<file path="config.mk">
export PLATFORM = sky130hd
export DESIGN_NAME = irp_unit
export DESIGN_NICKNAME = d
export VERILOG_FILES = /design/src/hdl/irp_pkg.sv /design/src/hdl/irp_win_if.sv /design/src/hdl/irp_unit.sv /design/src/hdl/irp_window.sv
export VERILOG_INCLUDE_DIRS = /design/src /design/src/hdl
export SDC_FILE = /design/constraint.sdc
export NUM_CORES = 1
export LEC_CHECK = 0
export ABC_AREA = 0
export BUFFER_PORTS_ARGS = -buffer_cell sky130_fd_sc_hd__buf_2
export CELL_PAD_IN_SITES_DETAIL_PLACEMENT = 0
export CELL_PAD_IN_SITES_GLOBAL_PLACEMENT = 2
export CORE_UTILIZATION = 35
export CTS_BUF_LIST = sky130_fd_sc_hd__clkbuf_16
export DETAILED_ROUTE_END_ITERATION = 7
export HOLD_SLACK_MARGIN = 0.06
export PLACE_DENSITY = 0.94
export SETUP_SLACK_MARGIN = 0.1
export SYNTH_ARGS = -nofsm -noshare
export SYNTH_HDL_FRONTEND = slang
export SYNTH_SLANG_ARGS = --single-unit
</file>
<file path="constraint.sdc">
create_clock -name clk -period 3.15 [get_ports clk]
set_input_delay 0.1575 -clock clk [delete_from_list [all_inputs] [get_ports clk]]
set_output_delay 0.1575 -clock clk [all_outputs]
set_load 0.01 [all_outputs]
</file>
<file path="src/hdl/irp_defines.svh">
`ifndef IRP_DEFINES_SVH
`define IRP_DEFINES_SVH

// pointer and register address width
`define IRP_AW 9

// instruction field positions
`define IRP_OP_MSB 31
`define IRP_OP_LSB 26
`define IRP_IMM_BIT 22
`define IRP_CND_MSB 21
`define IRP_CND_LSB 18
`define IRP_DST_MSB 17
`define IRP_DST_LSB 9
`define IRP_SRC_MSB 8
`define IRP_SRC_LSB 0

// window register addresses
`define IRP_ADDR_WIN_A 9'h1F6
`define IRP_ADDR_WIN_B 9'h1F7

// opcodes of the pointer instructions
`define IRP_OP_SET 6'h38
`define IRP_OP_FIX 6'h39

// per-window condition codes of the set instruction
`define IRP_SET_LOAD 2'h1
`define IRP_SET_ADJUST 2'h3

// condition codes of the fix instruction
`define IRP_FIX_A 4'h1
`define IRP_FIX_B 4'h4
`define IRP_FIX_BOTH 4'h5

// operand modifiers
`define IRP_MOD_USE 2'h0
`define IRP_MOD_POST_INC 2'h1
`define IRP_MOD_POST_DEC 2'h2
`define IRP_MOD_PRE_INC 2'h3

// limits forced by the set instruction, and reset values
`define IRP_LIM_BOT 9'h000
`define IRP_LIM_TOP 9'h1FF
`define IRP_PTR_RESET 9'h000

// condition code that means always
`define IRP_COND_ALWAYS 4'hF

`endif

</file>
<file path="src/hdl/irp_pkg.sv">
package irp_pkg;

  typedef enum logic [2:0] {
    IRP_CMD_NONE,
    IRP_CMD_LOAD,
    IRP_CMD_ADJUST,
    IRP_CMD_FIX,
    IRP_CMD_INC,
    IRP_CMD_DEC
  } irp_cmd_t;

endpackage : irp_pkg

</file>
<file path="src/hdl/irp_win_if.sv">
`timescale 1ns/1ps
`default_nettype none
`include "irp_defines.svh"

interface irp_win_if;
  import irp_pkg::*;
  irp_cmd_t cmd;
  logic [`IRP_AW-1:0] val;
  logic [`IRP_AW-1:0] lim_lo;
  logic [`IRP_AW-1:0] lim_hi;
  logic [`IRP_AW-1:0] ptr;
  logic [`IRP_AW-1:0] ptr_up;
  logic [`IRP_AW-1:0] bot;
  logic [`IRP_AW-1:0] top;
  modport ctl (output cmd, val, lim_lo, lim_hi, input ptr, ptr_up, bot, top);
  modport win (input cmd, val, lim_lo, lim_hi, output ptr, ptr_up, bot, top);
endinterface : irp_win_if

`default_nettype wire

</file>
<file path="src/hdl/irp_unit.sv">
// What this block does
// - window A sits at address 1F6, window B at 1F7, in either operand field.
// - an operand naming a window reaches the register its pointer holds.
// - each window keeps a 9-bit pointer, bottom limit and top limit.
// - limits are inclusive; stepping wraps inside them to form circular buffers.
// - set instructions load or adjust pointers and force limits to 000 and 1FF.
// - fix loads initial value; bottom is smaller, top larger of initial and terminal.
// - condition upper two bits modify destination, lower two bits modify source.
// - instructions with an indirect operand always execute, ignoring condition bits.
// - modifier 00 use, 01 use then add, 10 use then subtract, 11 pre-add.
// - both operands on one window: OR the modifiers for the single update.
// - on one window only pre-increment with plain use addresses two registers.
// - set opcode 111000: B value in destination, A in source, 01 load, 11 adjust.
// - fix opcode 111001: terminal in destination, initial in source; 1, 4, 5 select.
// - adjust amounts are 9-bit signed, -256 to +255, added to the pointer.
// - absolute, terminal and initial values are 9-bit register addresses 0 to 511.
`timescale 1ns/1ps
`default_nettype none
`include "irp_defines.svh"

module irp_unit
  import irp_pkg::*;
#(
  parameter int NUM_WIN = 2
) (
  // clock and reset
  input wire logic clk,
  input wire logic nrst,
  // instruction from the decode stage
  input wire logic instr_valid,
  input wire logic [31:0] instr,
  // resolved operands toward the register RAM
  output logic op_valid,
  output logic [`IRP_AW-1:0] dst_addr,
  output logic [`IRP_AW-1:0] src_addr,
  output logic dst_indirect,
  output logic src_indirect,
  output logic [3:0] cond_out,
  // pointer state
  output logic [`IRP_AW-1:0] ptr_a,
  output logic [`IRP_AW-1:0] ptr_b,
  output logic [`IRP_AW-1:0] bot_a,
  output logic [`IRP_AW-1:0] bot_b,
  output logic [`IRP_AW-1:0] top_a,
  output logic [`IRP_AW-1:0] top_b
);

  if (NUM_WIN != 2) begin : g_bad_num_win
    $error("irp_unit serves exactly two windows");
  end

  // instruction fields
  wire logic [5:0] op_field = instr[`IRP_OP_MSB:`IRP_OP_LSB];
  wire logic imm_bit = instr[`IRP_IMM_BIT];
  wire logic [3:0] cnd_field = instr[`IRP_CND_MSB:`IRP_CND_LSB];
  wire logic [`IRP_AW-1:0] d_field = instr[`IRP_DST_MSB:`IRP_DST_LSB];
  wire logic [`IRP_AW-1:0] s_field = instr[`IRP_SRC_MSB:`IRP_SRC_LSB];
  wire logic [1:0] d_mod = cnd_field[3:2];
  wire logic [1:0] s_mod = cnd_field[1:0];

  // instruction classes
  wire logic is_set = instr_valid && (op_field == `IRP_OP_SET);
  wire logic is_fix = instr_valid && (op_field == `IRP_OP_FIX);
  wire logic is_plain = instr_valid && !is_set && !is_fix;

  // window selection by operand address
  wire logic d_is_a = (d_field == `IRP_ADDR_WIN_A);
  wire logic d_is_b = (d_field == `IRP_ADDR_WIN_B);
  wire logic s_is_a = (s_field == `IRP_ADDR_WIN_A);
  wire logic s_is_b = (s_field == `IRP_ADDR_WIN_B);
  wire logic d_ind = is_plain && (d_is_a || d_is_b);
  wire logic s_ind = is_plain && !imm_bit && (s_is_a || s_is_b);
  wire logic d_win = d_is_b;
  wire logic s_win = s_is_b;

  // fix bounds: smaller and larger of initial and terminal
  wire logic fix_init_low = (s_field <= d_field);
  wire logic [`IRP_AW-1:0] fix_lo = fix_init_low ? s_field : d_field;
  wire logic [`IRP_AW-1:0] fix_hi = fix_init_low ? d_field : s_field;
  wire logic fix_a = is_fix && ((cnd_field == `IRP_FIX_A) || (cnd_field == `IRP_FIX_BOTH));
  wire logic fix_b = is_fix && ((cnd_field == `IRP_FIX_B) || (cnd_field == `IRP_FIX_BOTH));

  logic [`IRP_AW-1:0] win_ptr [NUM_WIN];
  logic [`IRP_AW-1:0] win_up [NUM_WIN];
  logic [`IRP_AW-1:0] win_bot [NUM_WIN];
  logic [`IRP_AW-1:0] win_top [NUM_WIN];
  logic [1:0] win_mod [NUM_WIN];

  irp_win_if wif [NUM_WIN] ();

  for (genvar g = 0; g < NUM_WIN; g++) begin : g_win
    wire logic d_hit = d_ind && (d_win == 1'(g));
    wire logic s_hit = s_ind && (s_win == 1'(g));
    // one update per window; shared window ORs both modifiers
    wire logic [1:0] mod_w = (d_hit && s_hit) ? (d_mod | s_mod) :
                             d_hit ? d_mod : s_hit ? s_mod : `IRP_MOD_USE;
    // set: window B takes the upper condition pair and destination field
    wire logic [1:0] set_code = (g == 1) ? cnd_field[3:2] : cnd_field[1:0];
    wire logic [`IRP_AW-1:0] set_val = (g == 1) ? d_field : s_field;
    wire logic set_load = is_set && (set_code == `IRP_SET_LOAD);
    wire logic set_adj = is_set && (set_code == `IRP_SET_ADJUST);
    wire logic fix_sel = (g == 1) ? fix_b : fix_a;

    // modifier decode into the pointer command
    assign wif[g].cmd = set_load ? IRP_CMD_LOAD :
                        set_adj ? IRP_CMD_ADJUST :
                        fix_sel ? IRP_CMD_FIX :
                        (mod_w == `IRP_MOD_POST_DEC) ? IRP_CMD_DEC :
                        (mod_w == `IRP_MOD_USE) ? IRP_CMD_NONE : IRP_CMD_INC;
    assign wif[g].val = fix_sel ? s_field : set_val;
    assign wif[g].lim_lo = fix_lo;
    assign wif[g].lim_hi = fix_hi;
    assign win_ptr[g] = wif[g].ptr;
    assign win_up[g] = wif[g].ptr_up;
    assign win_bot[g] = wif[g].bot;
    assign win_top[g] = wif[g].top;
    assign win_mod[g] = mod_w;

    irp_window u_win (
      .clk(clk),
      .nrst(nrst),
      .w(wif[g])
    );
  end

  // effective addresses; pre-increment uses the stepped value
  // on a shared window only a plain use stays apart from a pre-increment
  wire logic same_win = d_ind && s_ind && (d_win == s_win);
  wire logic d_pre = (d_mod == `IRP_MOD_PRE_INC) ||
                     (same_win && (s_mod == `IRP_MOD_PRE_INC) &&
                      (d_mod != `IRP_MOD_USE));
  wire logic s_pre = (s_mod == `IRP_MOD_PRE_INC) ||
                     (same_win && (d_mod == `IRP_MOD_PRE_INC) &&
                      (s_mod != `IRP_MOD_USE));
  wire logic [`IRP_AW-1:0] d_eff = d_pre ? win_up[d_win] : win_ptr[d_win];
  wire logic [`IRP_AW-1:0] s_eff = s_pre ? win_up[s_win] : win_ptr[s_win];
  wire logic [`IRP_AW-1:0] dst_nxt = d_ind ? d_eff : d_field;
  wire logic [`IRP_AW-1:0] src_nxt = s_ind ? s_eff : s_field;
  wire logic any_ind = d_ind || s_ind;
  wire logic [3:0] cond_nxt = any_ind ? `IRP_COND_ALWAYS : cnd_field;

  logic op_valid_r;
  logic [`IRP_AW-1:0] dst_addr_r;
  logic [`IRP_AW-1:0] src_addr_r;
  logic dst_ind_r;
  logic src_ind_r;
  logic [3:0] cond_r;

  always_ff @(posedge clk or negedge nrst) begin
    if (!nrst) begin
      op_valid_r <= 1'b0;
      dst_addr_r <= 9'h000;
      src_addr_r <= 9'h000;
      dst_ind_r <= 1'b0;
      src_ind_r <= 1'b0;
      cond_r <= 4'h0;
    end else begin
      op_valid_r <= is_plain;
      if (is_plain) begin
        dst_addr_r <= dst_nxt;
        src_addr_r <= src_nxt;
        dst_ind_r <= d_ind;
        src_ind_r <= s_ind;
        cond_r <= cond_nxt;
      end
    end
  end

  assign op_valid = op_valid_r;
  assign dst_addr = dst_addr_r;
  assign src_addr = src_addr_r;
  assign dst_indirect = dst_ind_r;
  assign src_indirect = src_ind_r;
  assign cond_out = cond_r;
  assign ptr_a = win_ptr[0];
  assign ptr_b = win_ptr[1];
  assign bot_a = win_bot[0];
  assign bot_b = win_bot[1];
  assign top_a = win_top[0];
  assign top_b = win_top[1];

  // helper signals watched by the checks below
  wire logic [1:0] mod_a = win_mod[0];
  wire logic [`IRP_AW-1:0] up_a = win_up[0];
  wire logic [1:0] mod_b = win_mod[1];
  wire logic [`IRP_AW-1:0] up_b = win_up[1];
  wire logic chk_set_load_a = is_set && (s_mod == `IRP_SET_LOAD);
  wire logic chk_set_adj_a = is_set && (s_mod == `IRP_SET_ADJUST);
  wire logic chk_fix_both = is_fix && (cnd_field == `IRP_FIX_BOTH);
  wire logic chk_same_a = d_ind && s_ind && !d_win && !s_win;
endmodule : irp_unit

`default_nettype wire

</file>
<file path="src/hdl/irp_window.sv">
`timescale 1ns/1ps
`default_nettype none
`include "irp_defines.svh"

module irp_window
  import irp_pkg::*;
(
  // clock and reset
  input wire logic clk,
  input wire logic nrst,
  // command from the decoder
  irp_win_if.win w
);

  logic [`IRP_AW-1:0] ptr_r;
  logic [`IRP_AW-1:0] bot_r;
  logic [`IRP_AW-1:0] top_r;
  logic [`IRP_AW-1:0] ptr_nxt;
  logic [`IRP_AW-1:0] bot_nxt;
  logic [`IRP_AW-1:0] top_nxt;
  logic [`IRP_AW-1:0] up_w;
  logic [`IRP_AW-1:0] dn_w;

  // stepping wraps inside the inclusive limits
  assign up_w = (ptr_r >= top_r) ? bot_r : ptr_r + 9'h001;
  assign dn_w = (ptr_r <= bot_r) ? top_r : ptr_r - 9'h001;

  always_comb begin
    ptr_nxt = ptr_r;
    bot_nxt = bot_r;
    top_nxt = top_r;
    case (w.cmd)
      IRP_CMD_LOAD: begin
        ptr_nxt = w.val;
        bot_nxt = `IRP_LIM_BOT;
        top_nxt = `IRP_LIM_TOP;
      end
      IRP_CMD_ADJUST: begin
        ptr_nxt = ptr_r + w.val;
        bot_nxt = `IRP_LIM_BOT;
        top_nxt = `IRP_LIM_TOP;
      end
      IRP_CMD_FIX: begin
        ptr_nxt = w.val;
        bot_nxt = w.lim_lo;
        top_nxt = w.lim_hi;
      end
      IRP_CMD_INC: ptr_nxt = up_w;
      IRP_CMD_DEC: ptr_nxt = dn_w;
      default: ptr_nxt = ptr_r;
    endcase
  end

  // three hidden values, updated in one clock
  always_ff @(posedge clk or negedge nrst) begin
    if (!nrst) begin
      ptr_r <= `IRP_PTR_RESET;
      bot_r <= `IRP_LIM_BOT;
      top_r <= `IRP_LIM_TOP;
    end else begin
      ptr_r <= ptr_nxt;
      bot_r <= bot_nxt;
      top_r <= top_nxt;
    end
  end

  assign w.ptr = ptr_r;
  assign w.ptr_up = up_w;
  assign w.bot = bot_r;
  assign w.top = top_r;
endmodule : irp_window

`default_nettype wire

</file>
==> impl_metrics.csv <==
group,metric,value,unit
critical_path,rrSetupSlack,0.24,ns
clocking,post_cts_buffers,0,
critical_path,crit_chain,"inv_1 -> ha_1 -> a21o_1 -> a221oi_2 -> o21ai_1 -> a21oi_2 -> buf_6 -> mux2i_1 -> buf_4 -> a21oi_1 -> a211oi_1",
synth,synth_top_family_by_area,"compound AO/OA/AOI/OAI gates",
synth,async_flop_share,100,%
floorplan,initial_core_util,35.9,%
synth,synth.largest_area_cell,"dfrtp_1",
clocking,worstSkewPairLatency,0.36,ns
critical_path,cp.required,3.40,ns
critical_path,cp_max_fo,5,
critical_path,worstSetupEndpointType,"flip-flop",
global_route,grt_max_degree,43,
layout,utilization,43.9,%
clocking,cts_root_buf,"clkbuf_16",
synth,synthMuxAreaShare,9.05,%
global_route,antenna_found_initial,0,
critical_path,timing.rr.end,"dst_addr[5]",
drt,routed_wl,29600,µm
layout,multiInputGateArea,4910,µm²
layout,layout.area.seq,2000,µm²
drt,drt_pass1_iterations,5,
synth,synth_fa_ha_area_share,11.7,%
critical_path,cp.buffers_inverters,3,
synth,syn_area_per_cell,8.31,µm²
drt,drcViolationCount,0,
synth,synth_area_leaders,"dfrtp_1 21%, ha_1 11%, mux2i_1 8.0%",
worst_hold_path,min_path_cells,3,
sta,drv_slew,0,
synth,ys_ff_latch,79,
critical_path,rr_worst_depth,11,
global_route,track_usage,27.8,%
synth,syn_inst,877,
sta,skew,0.0113,ns
critical_path,cp_top_family,"compound AO/OA/AOI/OAI gates",
synth,post-synth-top-area-fraction,20.9,%
global_route,grt_pass1_wl,44500,µm
drt,vias_per_cell,5.88,
synth,synth_edf_count,0,
place,gp_congestion,0.967,
sta,setup_violations,0,
synth,yosysMostFrequentCell,"nand2_1",
sta,fin_ws,0.242,ns
drt,postRouteAntennaNets,0,
global_route,grt_remaining_overflow,0,
floorplan,rows,52,
clocking,clk_pin_slew_worst_paths,0.06,ns
synth,synth-simple-area-share,19.5,%
drt,num_vias,7649,
critical_path,critPathKind,"reg -> reg",
place,pre_cts_ws,-0.0744,ns
synth,ys.flop_type,"dfrtp_1",
layout,finalNetCount,1127,
layout,num_antenna_cells,0,
floorplan,core,20300,µm²
synth,syn-cell-area,7290,µm²
layout,final_layout_size_suffix_gt1_share,26.2,%
synth,ys_types,81,
worst_hold_path,worstHoldStart,"instr[18]",
floorplan,num_io_pins,114,
sta,min_period_over_period,92.3,%
clocking,cts_tree,"yes",
drt,wl_per_cell,22.8,µm
synth,yosysWarnings,0,
synth,syn_nets,979,
synth,synthTopCellsByCount,"106 x nand2_1, 65 x ha_1, 61 x dfrtp_1, 58 x mux2i_1",
sta,rsz0062_at_grt,"no",
worst_hold_path,hold_end,"cond_out[0]",
synth,synth_compound_area_share,21.5,%
clocking,htree_levels,3,
job,drv_cap,0,
floorplan,die_h,146,µm
floorplan,die_x,146,µm
critical_path,regToRegStartpoint,"g_win[1].u_win.w.top[4]",
power_and_ir_drop,peakVddDrop,0.000337,V
synth,yosys.area_share.xor_xnor,4.33,%
layout,syn_to_final_growth,22.3,%
drt,drt_iter0_drc,959,
critical_path,slowest_stage,"dfstp_2",
worst_hold_path,min-delay-path-class,"in -> reg",
sta,fmax,0.344,GHz
sta,finalHoldViolCount,0,
sta,tightest_slew,1.14,ns
critical_path,crit_start,"g_win[1].u_win.w.top[4]",
status,status,"finished clean",
sta,relSlewSlack,24.1,%
critical_path,startpoint_type,"flip-flop",
floorplan,die_area,21400,µm²
sta,min_period,2.91,ns
place,dpl.hpwl,22900,µm
synth,yosysSeqAreaShare,27.4,%
power_and_ir_drop,power_leakage,0.00446,µW
clocking,clockBufferDepth,2,
clocking,cts_inserted_buffers,9,
place,io_buffer_count,110,
global_route,grt_pass1_vias,7356,
power_and_ir_drop,power,4280,µW
critical_path,crit_arrival,3.16,ns
critical_path,max_stage_delay,0.59,ns
layout,fillers,2102,
clocking,cts.sinks,79,
power_and_ir_drop,power_density,480,nW/µm²
==> cells in the final DEF (no fill, tap or decap), drive strengths merged, types with 29 or more instances in the layout <==
cell type / synthesis / routed
a21oi: 46 / 46
a22oi: 29 / 29
buf: 16 / 188
dfrtp: 61 / 61
ha: 65 / 65
inv: 56 / 59
mux2i: 58 / 58
nand2: 106 / 106
nor2: 59 / 59
o21ai: 50 / 50
==> stage by stage <==
stage | cells | setup TNS (ns) | hold slack [ns] | instance area (µm²)
floorplan | 877 | 0 | -0.138 | 7310
global placement | 1281 | -0.0264 | 0.201 | 8520
detailed placement | 1281 | -0.0744 | 0.212 | 8520
CTS | 1298 | 0 | 0.204 | 8810
global route | 1300 | 0 | 0.227 | 8910
finish | 1300 | 0 | 0.204 | 8910
==> how the worst max path moves through the flow <==
stage / to / depth (start not counted)
after floorplan: g_win[1].u_win.w.ptr[8] / 16
after global placement: g_win[1].u_win.w.ptr[8] / 16
after detailed placement: g_win[1].u_win.w.ptr[8] / 16
after CTS: src_addr[3] / 12
after global routing: dst_addr[0] / 11
final: dst_addr[5] / 11
==> layout make-up <==
class / instances / area share (%)
Clock buffer: 9 / 2.53
Clock inverter: 7 / 0.534
Inverter: 57 / 2.43
Multi-Input combinational cell: 687 / 55.1
Sequential cell: 79 / 22.4
Tap cell: 270 / 3.79
Timing Repair Buffer: 191 / 13.1
==> cell families after synthesis <==
group | after synthesis
simple gates | 284
compound gates | 236
buf+inv | 111
flops | 79
fa+ha+maj | 67
mux | 64
xor+xnor | 36
==> tightest hold or removal path, cell delays in order <==
cell	delay (ns)
buf_2	0.16
nor2_1	0.11
o21ai_0	0.08
==> flip-flops by register name (all words and copies together) (netlist names) <==
signal / count
cond_out: 4
dst_addr: 9
dst_indirect: 1
g_win.u_win.w.bot: 18
g_win.u_win.w.ptr: 18
g_win.u_win.w.top: 18
op_valid: 1
src_addr: 9
src_indirect: 1
==> report_power, final <==
group	internal (µW)	switching, µW
clock	536	481
sequential	1150	132
combinational	796	1180
total	2480	1800
==> layer usage <==
metal	up-vias	routed length (µm)	global-route usage [%]
li1	3496	-	-
met1	3656	12700	37.7
met2	392	12900	42.1
met3	103	2420	5.00
met4	2	1450	14.1
met5	-	48	1.59
==> timing repair <==
action,in CTS,in global routing
gates cloned,0,2
hold buffers,1,0
pin swaps,0,5
resized for setup,2,23
hold endpoints to repair,32,0
endpoints found under the setup margin,1,18
Power figures use the tool's default switching activity.
